==> src/hw/mgmt_bridge_pkg.sv <==
package mgmt_bridge_pkg;

    // ------------------------------------------------------------
    // Register offsets (byte addresses on the local register port)
    // ------------------------------------------------------------
    localparam logic [11:0] TARGET_ADDRESS_OFS    = 12'h7a0;
    localparam logic [11:0] TRANSFER_VALUE_OFS    = 12'h7a4;
    localparam logic [11:0] ANSWER_WAIT_LIMIT_OFS = 12'h7a8;
    localparam logic [11:0] REQUEST_COMMAND_OFS   = 12'h7ac;
    localparam logic [11:0] ERROR_DETAIL_OFS      = 12'h7b0;
    localparam logic [11:0] IRQ_PENDING_OFS       = 12'h7b4;
    localparam logic [11:0] IRQ_ENABLE_OFS        = 12'h7b8;

    // ------------------------------------------------------------
    // Field positions
    // ------------------------------------------------------------
    localparam int CMD_REQ_LSB     = 0;
    localparam int CMD_MASK_LSB    = 4;
    localparam int CMD_BUSY_BIT    = 12;
    localparam int CMD_TIMEOUT_BIT = 13;
    localparam int CMD_FAULT_BIT   = 14;
    localparam int CMD_TRIGGER_BIT = 16;
    localparam int ADDR_WIDTH      = 26;
    localparam int ADDR_ROUTE_BIT  = 27;
    localparam int ERR_TO_ROOT     = 0;
    localparam int ERR_TO_INT      = 1;
    localparam int ERR_BUSY_CMD    = 2;
    localparam int ERR_WRITE       = 3;
    localparam int ERR_ADDR_LSB    = 4;
    localparam int ERR_FLT_ROOT    = 30;
    localparam int ERR_FLT_INT     = 31;

    // ------------------------------------------------------------
    // Codes and reset values
    // ------------------------------------------------------------
    localparam logic [1:0]  REQ_READ        = 2'h1;
    localparam logic [1:0]  REQ_WRITE       = 2'h2;
    localparam logic [31:0] ERR_CLEAR_ALL   = 32'hffffffff;
    localparam logic [31:0] WAIT_LIMIT_RST  = 32'h00000100;
    localparam logic [3:0]  BYTE_MASK_RST   = 4'hf;
    localparam int          SECOND_IRQ_LINE = 4;
    localparam int          CORE_IRQ_LINE   = 11;

    // ------------------------------------------------------------
    // Carriers
    // ------------------------------------------------------------
    typedef struct packed {
        logic [25:0] addr;
        logic        write;
        logic [3:0]  byteMask;
        logic [31:0] wdata;
    } bus_req_s;

    typedef struct packed {
        logic        done;
        logic        fault;
        logic [31:0] rdata;
    } bus_rsp_s;

    typedef enum logic [1:0] {
        ST_IDLE = 2'b00,
        ST_WAIT = 2'b01
    } bridge_state_e;

endpackage

==> src/hw/wait_timer.sv <==
`timescale 1ns/10ps
`default_nettype none
module wait_timer
    import mgmt_bridge_pkg::*;
#(
    parameter int WIDTH = 32
) (
    // Clock and reset
    input  wire logic             clk_sys,
    input  wire logic             rst,
    // Control
    input  wire logic             start,
    input  wire logic             stop,
    input  wire logic [WIDTH-1:0] limit,
    // Status
    output logic                  expired
);
    logic [WIDTH-1:0] count;
    logic             running;

    wire atLimit = running && (count >= limit);

    always_ff @(posedge clk_sys) begin
        if (rst || stop) begin
            count   <= '0;
            running <= 1'b0;
            expired <= 1'b0;
        end else if (start) begin
            count   <= '0;
            running <= 1'b1;
            expired <= 1'b0;
        end else if (atLimit) begin
            running <= 1'b0;
            expired <= 1'b1;
        end else begin
            expired <= 1'b0;
            if (running) begin
                count <= count + 1'b1;
            end
        end
    end
endmodule
`default_nettype wire

==> src/hw/route_filter.sv <==
`timescale 1ns/10ps
`default_nettype none
module route_filter
    import mgmt_bridge_pkg::*;
#(
    parameter logic [25:0] EXCL_LIMIT = 26'h0002000
) (
    // Request
    input  wire logic [25:0] addr,
    input  wire logic        internalRoute,
    // Result
    output logic             reachable
);
    // Top-level units below the limit are only reachable through the root
    assign reachable = !internalRoute || (addr >= EXCL_LIMIT);
endmodule
`default_nettype wire

==> src/hw/indirect_register_access_bridge.sv <==
// Function
// - Trigger bit launches bus request; code 1 reads, code 2 writes.
// - Nonexistent target sets command bit 13 after wait limit cycles.
// - Command holds byte mask 4-7, busy 12, timeout 13, fault 14.
// - Address bits 0-25 target; bit 27 chooses root or internal route.
// - Internal route cannot reach top-level unit ranges; root reaches all.
// - Root requests to silent addresses end by timeout; the bridge cannot hang.
// - Enabled pending error asserts second-level interrupt line 4.
// - Enabled bridge error reaches processor core interrupt line 11.
// - Error register layout: timeouts, busy command, write, address, faults.
// - Trigger while busy sets command-while-busy error flag.
// - Bus accepted but no target answered flags a fault.
// - Bus never answered flags a timeout.
// - Logged direction flag is set for writes, cleared for reads.
// - Writing all ones to error register clears all error details.
// - Pending error shows in irq bit 0; software clears it to acknowledge.
// - Value register drives write data and captures read data.
// - Writable wait limit sets cycles before declaring timeout.
`timescale 1ns/10ps
`default_nettype none
module indirect_register_access_bridge
    import mgmt_bridge_pkg::*;
#(
    parameter logic [25:0] INTERNAL_EXCL_LIMIT = 26'h0002000
) (
    // Clock and reset
    input  wire logic        clk_sys,
    input  wire logic        rst,
    // Local register port
    input  wire logic [11:0] regAddr,
    input  wire logic        regWrite,
    input  wire logic        regRead,
    input  wire logic [31:0] regWdata,
    output logic      [31:0] regRdata,
    // Root bus
    output logic             rootValid,
    output bus_req_s         rootReq,
    input  wire bus_rsp_s    rootRsp,
    // Internal bus
    output logic             internalValid,
    output bus_req_s         internalReq,
    input  wire bus_rsp_s    internalRsp,
    // Interrupts
    output logic             secondLevelIrq,
    output logic             coreIrq
);
    // ------------------------------------------------------------
    // Registers
    // ------------------------------------------------------------
    logic [31:0]   targetAddress;
    logic [31:0]   transferValue;
    logic [31:0]   answerWaitLimit;
    logic [1:0]    reqCode;
    logic [3:0]    byteMask;
    logic          busy;
    logic          timeoutFlag;
    logic          faultFlag;
    logic [31:0]   errorDetail;
    logic          irqPending;
    logic          irqEnable;
    bridge_state_e state;
    logic          curWrite;
    logic          curInternal;
    logic [25:0]   curAddr;

    // ------------------------------------------------------------
    // Decode
    // ------------------------------------------------------------
    wire wrAddr   = regWrite && (regAddr == TARGET_ADDRESS_OFS);
    wire wrValue  = regWrite && (regAddr == TRANSFER_VALUE_OFS);
    wire wrLimit  = regWrite && (regAddr == ANSWER_WAIT_LIMIT_OFS);
    wire wrCmd    = regWrite && (regAddr == REQUEST_COMMAND_OFS);
    wire wrErr    = regWrite && (regAddr == ERROR_DETAIL_OFS);
    wire wrPend   = regWrite && (regAddr == IRQ_PENDING_OFS);
    wire wrEnable = regWrite && (regAddr == IRQ_ENABLE_OFS);

    wire [1:0] cmdCode   = regWdata[CMD_REQ_LSB +: 2];
    wire       trigger   = wrCmd && regWdata[CMD_TRIGGER_BIT];
    // Codes 0 and 3 launch nothing
    wire       validCode = (cmdCode == REQ_READ) || (cmdCode == REQ_WRITE);
    wire       launch    = trigger && validCode && (state == ST_IDLE);
    wire       busyCmd   = trigger && (state != ST_IDLE);

    wire [25:0] reqAddr     = targetAddress[ADDR_WIDTH-1:0];
    wire        reqInternal = targetAddress[ADDR_ROUTE_BIT];
    wire        reachable;

    // Selected bus answer
    wire bus_rsp_s selRsp  = curInternal ? internalRsp : rootRsp;
    wire           ansOk   = (state == ST_WAIT) && selRsp.done && !selRsp.fault;
    wire           ansFlt  = (state == ST_WAIT) && selRsp.done && selRsp.fault;
    wire           expired;
    // Timer ends every request, so a silent root target cannot hang the bridge
    wire           timedOut = (state == ST_WAIT) && expired && !selRsp.done;
    wire           finish   = ansOk || ansFlt || timedOut;

    // Unreachable internal-route target is refused at once as a fault
    wire           launchBad = launch && !reachable;
    wire           launchOk  = launch && reachable;

    wire errEvent = ansFlt || timedOut || busyCmd || launchBad;
    wire errWrite = busyCmd ? (cmdCode == REQ_WRITE) :
                    launchBad ? (cmdCode == REQ_WRITE) : curWrite;
    wire [25:0] errAddr = (busyCmd || launchBad) ? reqAddr : curAddr;
    wire errIsInt = (busyCmd || launchBad) ? reqInternal : curInternal;

    logic [31:0] next_errorDetail;
    always_comb begin
        next_errorDetail = errorDetail;
        if (wrErr && (regWdata == ERR_CLEAR_ALL)) begin
            next_errorDetail = '0;
        end
        // Set wins over a same-cycle clear
        if (errEvent) begin
            next_errorDetail[ERR_ADDR_LSB +: ADDR_WIDTH] = errAddr;
            next_errorDetail[ERR_WRITE] = errWrite;
        end
        if (timedOut && !curInternal) next_errorDetail[ERR_TO_ROOT] = 1'b1;
        if (timedOut && curInternal)  next_errorDetail[ERR_TO_INT]  = 1'b1;
        if (busyCmd)                  next_errorDetail[ERR_BUSY_CMD] = 1'b1;
        if ((ansFlt || launchBad) && !errIsInt) next_errorDetail[ERR_FLT_ROOT] = 1'b1;
        if ((ansFlt || launchBad) && errIsInt)  next_errorDetail[ERR_FLT_INT]  = 1'b1;
    end

    // ------------------------------------------------------------
    // Helpers
    // ------------------------------------------------------------
    wait_timer #(
        .WIDTH (32)
    ) u_timer (
        .clk_sys (clk_sys),
        .rst     (rst),
        .start   (launchOk),
        .stop    (finish),
        .limit   (answerWaitLimit),
        .expired (expired)
    );

    route_filter #(
        .EXCL_LIMIT (INTERNAL_EXCL_LIMIT)
    ) u_route (
        .addr          (reqAddr),
        .internalRoute (reqInternal),
        .reachable     (reachable)
    );

    // ------------------------------------------------------------
    // Register file
    // ------------------------------------------------------------
    always_ff @(posedge clk_sys) begin
        if (rst) begin
            targetAddress   <= '0;
            transferValue   <= '0;
            answerWaitLimit <= WAIT_LIMIT_RST;
            reqCode         <= '0;
            byteMask        <= BYTE_MASK_RST;
            irqEnable       <= 1'b0;
        end else begin
            if (wrAddr)  targetAddress   <= regWdata;
            if (wrLimit) answerWaitLimit <= regWdata;
            if (wrEnable) irqEnable      <= regWdata[0];
            if (wrCmd) begin
                reqCode  <= cmdCode;
                byteMask <= regWdata[CMD_MASK_LSB +: 4];
            end
            if (ansOk && !curWrite) begin
                transferValue <= selRsp.rdata;
            end else if (wrValue) begin
                transferValue <= regWdata;
            end
        end
    end

    // ------------------------------------------------------------
    // Request sequencer
    // ------------------------------------------------------------
    always_ff @(posedge clk_sys) begin
        if (rst) begin
            state         <= ST_IDLE;
            busy          <= 1'b0;
            timeoutFlag   <= 1'b0;
            faultFlag     <= 1'b0;
            curWrite      <= 1'b0;
            curInternal   <= 1'b0;
            curAddr       <= '0;
            rootValid     <= 1'b0;
            internalValid <= 1'b0;
            rootReq       <= '0;
            internalReq   <= '0;
        end else begin
            case (state)
                ST_IDLE: begin
                    if (launchOk) begin
                        state         <= ST_WAIT;
                        busy          <= 1'b1;
                        timeoutFlag   <= 1'b0;
                        faultFlag     <= 1'b0;
                        curWrite      <= (cmdCode == REQ_WRITE);
                        curInternal   <= reqInternal;
                        curAddr       <= reqAddr;
                        rootValid     <= !reqInternal;
                        internalValid <= reqInternal;
                        rootReq       <= '{reqAddr, cmdCode == REQ_WRITE,
                                           regWdata[CMD_MASK_LSB +: 4], transferValue};
                        internalReq   <= '{reqAddr, cmdCode == REQ_WRITE,
                                           regWdata[CMD_MASK_LSB +: 4], transferValue};
                    end else if (launchBad) begin
                        faultFlag <= 1'b1;
                    end
                end
                ST_WAIT: begin
                    if (finish) begin
                        state         <= ST_IDLE;
                        busy          <= 1'b0;
                        rootValid     <= 1'b0;
                        internalValid <= 1'b0;
                        timeoutFlag   <= timedOut;
                        faultFlag     <= ansFlt;
                    end
                end
                default: begin
                    state <= ST_IDLE;
                    busy  <= 1'b0;
                end
            endcase
        end
    end

    // ------------------------------------------------------------
    // Error and interrupt state
    // ------------------------------------------------------------
    always_ff @(posedge clk_sys) begin
        if (rst) begin
            errorDetail    <= '0;
            irqPending     <= 1'b0;
            secondLevelIrq <= 1'b0;
            coreIrq        <= 1'b0;
        end else begin
            errorDetail <= next_errorDetail;
            // Event in the same cycle as the acknowledge keeps the bit set
            irqPending  <= errEvent || (irqPending && !(wrPend && regWdata[0]));
            secondLevelIrq <= irqPending && irqEnable;
            coreIrq        <= irqPending && irqEnable;
        end
    end

    // ------------------------------------------------------------
    // Read mux
    // ------------------------------------------------------------
    wire [31:0] cmdView = {15'h0000, 1'b0, 1'b0, faultFlag, timeoutFlag, busy,
                           4'h0, byteMask, 2'h0, reqCode};
    logic [31:0] next_rdata;
    always_comb begin
        case (regAddr)
            TARGET_ADDRESS_OFS:    next_rdata = targetAddress;
            TRANSFER_VALUE_OFS:    next_rdata = transferValue;
            ANSWER_WAIT_LIMIT_OFS: next_rdata = answerWaitLimit;
            REQUEST_COMMAND_OFS:   next_rdata = cmdView;
            ERROR_DETAIL_OFS:      next_rdata = errorDetail;
            IRQ_PENDING_OFS:       next_rdata = {31'h0, irqPending};
            IRQ_ENABLE_OFS:        next_rdata = {31'h0, irqEnable};
            default:               next_rdata = '0;
        endcase
    end

    always_ff @(posedge clk_sys) begin
        if (rst) begin
            regRdata <= '0;
        end else if (regRead) begin
            regRdata <= next_rdata;
        end
    end
endmodule
`default_nettype wire

==> config.mk <==
export PLATFORM = sky130hd
export DESIGN_NAME = indirect_register_access_bridge
export DESIGN_NICKNAME = d
export VERILOG_FILES = /design/src/hw/mgmt_bridge_pkg.sv /design/src/hw/wait_timer.sv /design/src/hw/route_filter.sv /design/src/hw/indirect_register_access_bridge.sv
export SDC_FILE = /design/constraint.sdc
export NUM_CORES = 1
export LEC_CHECK = 0
export BUFFER_PORTS_ARGS = -buffer_cell sky130_fd_sc_hd__buf_2
export CORE_MARGIN = 5
export CORE_UTILIZATION = 34
export CTS_BUF_LIST = sky130_fd_sc_hd__clkbuf_4 sky130_fd_sc_hd__clkbuf_8
export CTS_CLUSTER_DIAMETER = 150
export DETAILED_ROUTE_END_ITERATION = 8
export SLEW_MARGIN = 20
export SYNTH_ARGS = -nofsm -noshare
export SYNTH_HDL_FRONTEND = slang
export SYNTH_SLANG_ARGS = --single-unit
==> constraint.sdc <==
create_clock -name clk_sys -period 4.7 [get_ports clk_sys]
set_input_delay 0.47 -clock clk_sys [delete_from_list [all_inputs] [get_ports clk_sys]]
set_output_delay 0.47 -clock clk_sys [all_outputs]
set_load 0.005 [all_outputs]
# After elaboration in Yosys (flattened, before gate mapping)
# Cells that the tools add are included.
[word_totals] reg_bits=274 input_bits=116 output_inout_bits=162
[op_classes] add_sub_neg=1 n_lt_le_gt_ge=2 n_eq_ne=14 n_mux=35 bitwise_logic=1 n_reduce_logical=64
[op_table] op="case mux 32 bit (7 select lines)" count=1
[op_table] op="two-way mux 32 bit" count=3
[op_table] op="== test 12 x 11 -> 1 bit, second input constant" count=7
[op_table] op="two-way mux 34 bit" count=1
[op_table] op="adder 32 x 1 -> 32 bit, second input constant" count=1
[op_table] op="== test 32 bit, second input constant" count=1
[op_table] op="greater-or-equal comparator 32 bit" count=1
[op_table] op="logical AND 1 bit" count=28
[op_table] op="two-way mux 27 bit" count=1
[op_table] op="greater-or-equal comparator 26 x 14 -> 1 bit, second input constant" count=1
[op_table] op="two-way mux 26 bit" count=1
[op_table] op="two-way mux 1 bit" count=20
[op_table] op="nonzero test 2 bit" count=10
[op_table] op="logical OR 1 bit" count=11
[op_table] op="case mux 1 bit (2 select lines)" count=5
[op_table] op="zero test 1 bit" count=8
[op_table] op="AND reduction 2 bit" count=3
[op_table] op="AND reduction 3 bit" count=2
[op_table] op="== test 2 x 1 -> 1 bit, second input constant" count=2
[op_table] op="two-way mux 2 bit" count=2
[op_table] op="case mux 2 bit (2 select lines)" count=1
[op_table] op="inequality test 3 bit, second input constant" count=1
[op_table] op="== test 2 bit, second input constant" count=1
[op_table] op="zero test 2 bit" count=1
[op_table] op="other kinds (4)" count=4

# Logic depth before layout (Yosys ltp)
[depth] depth_word=11 mapped_depth=10 mapped_depth_nobuf=8

# Modules after synthesis
# From an unflattened synthesis, not the netlist that was laid out.
[unflattened] hier_cells=1612 area_unflattened_um2=13369.1
[by_module_without_submodules] module="indirect_register_access_bridge" instances=1 cells_per_inst=1276 area_each_um2=10625.2 seq_area_each_um2=4764.6
[by_module_without_submodules] module="wait_timer" instances=1 cells_per_inst=331 area_each_um2=2693.8 seq_area_each_um2=680.7
[by_module_without_submodules] module="route_filter" instances=1 cells_per_inst=5 area_each_um2=50.0 seq_area_each_um2=0.0

# Worst setup path before layout
# OpenSTA, ideal clock, no wires.
[synth_path] path_type="register to register" from="register answerWaitLimit[3]" to="register u_timer.count[13]" setup_time_ns=0.115 arrival_ns=2.376 setup_slack_ns=2.209 stages_incl_launch_ff=11 synth_period_minus_slack_ns=2.491 path_cell_list="dfxtp_1 inv_1 ha_1 o21ai_0 a211o_1 o41ai_1 o31a_1 clkbuf_1 buf_1 nor3_1 o21a_1"
[synth_via] elab_chain_len=4
[synth_rtl] element="from (decl)" line_no="indirect_register_access_bridge.sv:52" source="logic [31:0] answerWaitLimit;"
[synth_rtl] element="from (signal assigned)" line_no="indirect_register_access_bridge.sv:160" source="if (wrLimit) answerWaitLimit <= regWdata;"
[synth_rtl] element="greater-or-equal comparator 32 bit" line_no="wait_timer.sv:21" source="wire atLimit = running && (count >= limit);"
[synth_rtl] element="logical AND 1 bit" line_no="wait_timer.sv:21"
[synth_rtl] element="inverter 1 bit (no line)"
[synth_rtl] element="AND reduction 2 bit (no line)"
[synth_rtl] element="to (signal assigned)" line_no="wait_timer.sv:38" source="count <= count + 1'b1;"
[synth_rtl] element="to (decl)" line_no="wait_timer.sv:18" source="logic [WIDTH-1:0] count;"
# Every way passes these cells.
# A chain may end at the register's enable or synchronous reset.

# Final worst setup path
[layout_path] from="register u_timer.count[0]" to="register u_timer.count[18]"
[layout_via] elab_chain_len=4 elab_cells_between_ends=5 cone_classes="add/sub: 1; order compare: 1; bitwise: 1; reduce/logical: 2"
[layout_rtl] element="greater-or-equal comparator 32 bit" line_no="wait_timer.sv:21"
[layout_rtl] element="logical AND 1 bit" line_no="wait_timer.sv:21"
[layout_rtl] element="inverter 1 bit (no line)"
[layout_rtl] element="AND reduction 2 bit (no line)"
# Parallel ways exist; a longest one is shown, timed or not.

==> impl_metrics.py <==
metrics = {
    "status": {
        "status": "complete, no violations",
    },
    "hold_path": {
        "holdPathStages": 3,
        "hold_path.class": "in -> reg",
    },
    "sta": {
        "setup_viol": 0,
        "final.setup.tns_ns": 0,
        "finalCriticalPeriod_ns": 3.153,
        "maxSlewHeadroom_pct": 30.97,
        "fmax_mhz": 317.2,
        "min_period_over_period_pct": 67.09,
        "fin_ws_ns": 1.547,
        "slew_viol_final": 0,
        "max_slew.worst_pin.slew_ns": 1.035,
        "skew_ns": 0.05198,
        "rsz0062_at_grt": "false",
        "finalHoldViolations": 0,
    },
    "placed_design": {
        "placed_cell_area_um2": 14250,
        "place_inst": 2244,
        "place.gp.congestion": 0.8825,
        "io_buffers": 277,
        "dp_hpwl_mm": 33.41,
        "place_ws_ns": 1.350,
    },
    "layout": {
        "fin_area_um2": 15240,
        "instances_no_fill": 2325,
        "syn_to_final_growth_pct": 17.49,
        "final_nets": 1935,
        "drive_gt1_share_pct": 21.79,
        "fin_util_pct": 40.47,
    },
    "critical_path": {
        "r2r_setup_slack_ns": 1.55,
        "worstSetupPathType": "reg -> reg",
        "start_kind": "flip-flop",
        "crit_path_top_delay_cell": "a2111oi_0",
        "r2r_start": "u_timer.count[0]",
        "startpoint": "u_timer.count[0]",
        "critPathCaptureType": "flip-flop",
        "critical-path-max-stage-delay_ns": 0.68,
        "crit_arrival_ns": 3.64,
        "path_cells": "inv_1 > ha_1 > nand2b_1 > a2111oi_0 > o41ai_1 > o31a_1 > buf_4 > or4_1 > a21oi_1",
        "setup.worst_path.end": "u_timer.count[18]",
        "required_ns": 5.19,
        "r2r_end": "u_timer.count[18]",
        "rr_worst_depth": 9,
        "path_max_fanout": 59,
    },
    "clock_network": {
        "cts.sinks": 272,
        "clk_latency_ns": 0.59,
        "root_buffer": "clkbuf_8",
        "clk_pin_slew_ns": 0.06,
        "cts_tree": "yes",
        "postCtsHoldBufs": 0,
        "numCtsBuffers": 49,
        "htree_levels": 2,
        "cts_setup_buffers": 0,
        "max-clock-path-buffers": 3,
        "cts_resized": 0,
    },
    "floorplanning": {
        "row_count": 71,
        "start_util_pct": 34.44,
        "dieArea_um2": 42160,
        "dieHeight_um": 205.3,
        "io_pins": 278,
        "die_w_um": 205.3,
        "core_region_area_um2": 37670,
    },
    "global_route": {
        "antenna_found_initial": 1,
        "grt_pass1_vias": 11900,
        "grt_max_degree": 130,
        "grt_first_pass_wirelength_mm": 71.44,
        "grt.overflow.total": 0,
        "track_usage_pct": 21.53,
    },
    "drt": {
        "num_vias": 12810,
        "wirelength_mm": 47.64,
        "detail_route.first_pass.iterations": 5,
        "avgViaCountPerCell": 5.511,
        "routedWlPerCell_um": 20.49,
        "drc_errors": 0,
        "ant_nets": 0,
        "drt_iter0_drc": 1110,
    },
    "yosys": {
        "synth_area_um2": 12970,
        "yosysWarningCount": 0,
        "syn_area_per_cell_um2": 8.013,
        "synth_seq_cells": 272,
        "async_reset_ff_share_pct": 0,
        "synth_edf_count": 0,
        "syn_inst": 1619,
        "seq_area_frac_synth_pct": 41.97,
        "synth_largest_area_cell": "dfxtp_1",
        "synth_area_leaders": "dfxtp_1 42%, nand2_1 8.9%, a21oi_1 8.3%",
        "syn_nets": 1770,
        "yosysTopAreaCellShare_pct": 41.97,
        "ys.flop_type": "dfxtp_1",
        "synth.distinct_cells": 59,
    },
    "power_and_ir_drop": {
        "peakVddDrop_mv": 0.1658,
        "leakage_nw": 5.949,
        "power_density_nw_per_um2": 311.5,
    },
    "run": {
        "drv_cap": 0,
    },
}
-- how the worst min path moves through the flow --
stage	from	endpoint	slack [ns]
floorplan	irqEnable	coreIrq	0.42
global placement	regRdata[22]	regRdata[22]	0.43
detailed placement	regRdata[13]	regRdata[13]	0.44
CTS	regWdata[3]	targetAddress[3]	0.16
global route	regWdata[3]	targetAddress[3]	0.18
finish	regWdata[3]	targetAddress[3]	0.18
-- Yosys cell counts, types with 12 or more instances --
master    number
o31ai_1       24
a21o_1        12
clkbuf_1      95
a221oi_1      53
o21ai_0       32
nand3_1       30
a22o_1        23
mux2i_1       40
nor2_1       115
nor3_1        40
buf_4         66
a211oi_1      32
or4_1         24
inv_1         44
buf_2         16
and3_1        16
a21oi_1      214
dfxtp_1      272
nand4_1       26
ha_1          35
nand2_1      309
-- cells by family (layout without fill, tap and decap cells) --
logic type | count (synthesis) | count (layout) | share of synthesized area (%)
buffers and inverters | 230 | 424 | 8.834
other | 0 | 1 | 0
multiplexers | 41 | 41 | 3.173
AO/OA/AOI/OAI | 437 | 437 | 21.66
AND/OR/NAND/NOR | 604 | 604 | 20.99
flip-flops | 272 | 272 | 41.97
adder cells (fa/ha/maj) | 35 | 35 | 3.375
-- cell type report --
| class | count | area, um2 |
|---|---|---|
| fillers | 3928 | 22420 |
| multi-input cells | 1117 | 6419 |
| flip-flops and latches | 272 | 5446 |
| repair buffers | 300 | 1578 |
| clock buffers | 74 | 949.7 |
| well taps | 511 | 639.4 |
| inverters | 44 | 165.2 |
| clock inverters | 6 | 43.79 |
| diodes | 1 | 2.502 |
-- metrics by stage --
stage / hold slack (ns) / power [W]
5_1_grt: 0.1774 / 0.004911
4_1_cts: 0.1616 / 0.004781
3_3_place_gp: 0.4323 / 0.002525
6_report: 0.1839 / 0.004749
3_5_place_dp: 0.4366 / 0.002526
2_1_floorplan: 0.4222 / 0.002418
-- routing by layer --
layer / wire, um / vias to the layer above / GRT usage [%]
met1: 20330 / 6092 / 30.28
met4: 1216 / 0 / 6.220
met5: 0 / - / 0
met3: 4389 / 84 / 4.066
li1: - / 6030 / -
met2: 21710 / 607 / 33.78
-- critical path: cells and delay by family (launching register included) --
family,cells,cell delay [ns]
AOI/OAI and AO/OA,4,1.36
DFF,1,0.38
buffers and inverters,2,0.37
and+or+nand+nor,2,0.67
adders and majority gates,1,0.27
-- registers in the layout (all words and copies together), names as in the netlist, 2 cells and up --
signal and flops:
internalReq 36, answerWaitLimit 32, errorDetail 32, regRdata 32, targetAddress 32, transferValue 32, u_timer.count 32, curAddr 26
byteMask 4, reqCode 2
-- cells in the final DEF (no fill, tap or decap), types with 5 or more instances in the layout --
cell type	n
nand2b_1	5
buf_2	276
o31ai_1	24
a21oi_1	214
or3_1	5
nand4_1	26
nor2_1	114
mux2i_1	40
clkbuf_4	11
a211o_1	8
a222oi_1	8
nor4_1	6
o21a_1	6
or4_1	24
a22o_1	23
a22oi_1	9
ha_1	35
a21o_1	12
dfxtp_1	271
nand3_1	30
nor3_1	40
and3_1	16
a221oi_1	53
buf_4	22
o21ai_0	32
inv_1	44
clkbuf_8	63
nand2_1	309
a211oi_1	32
-- power by group --
part / internal (W) / switching, W
logic: 0.0000524 / 0.000118
registers: 0.00231 / 0.000000113
clock network: 0.00128 / 0.000994
Note: power is estimated with default switching activity, not from simulation.
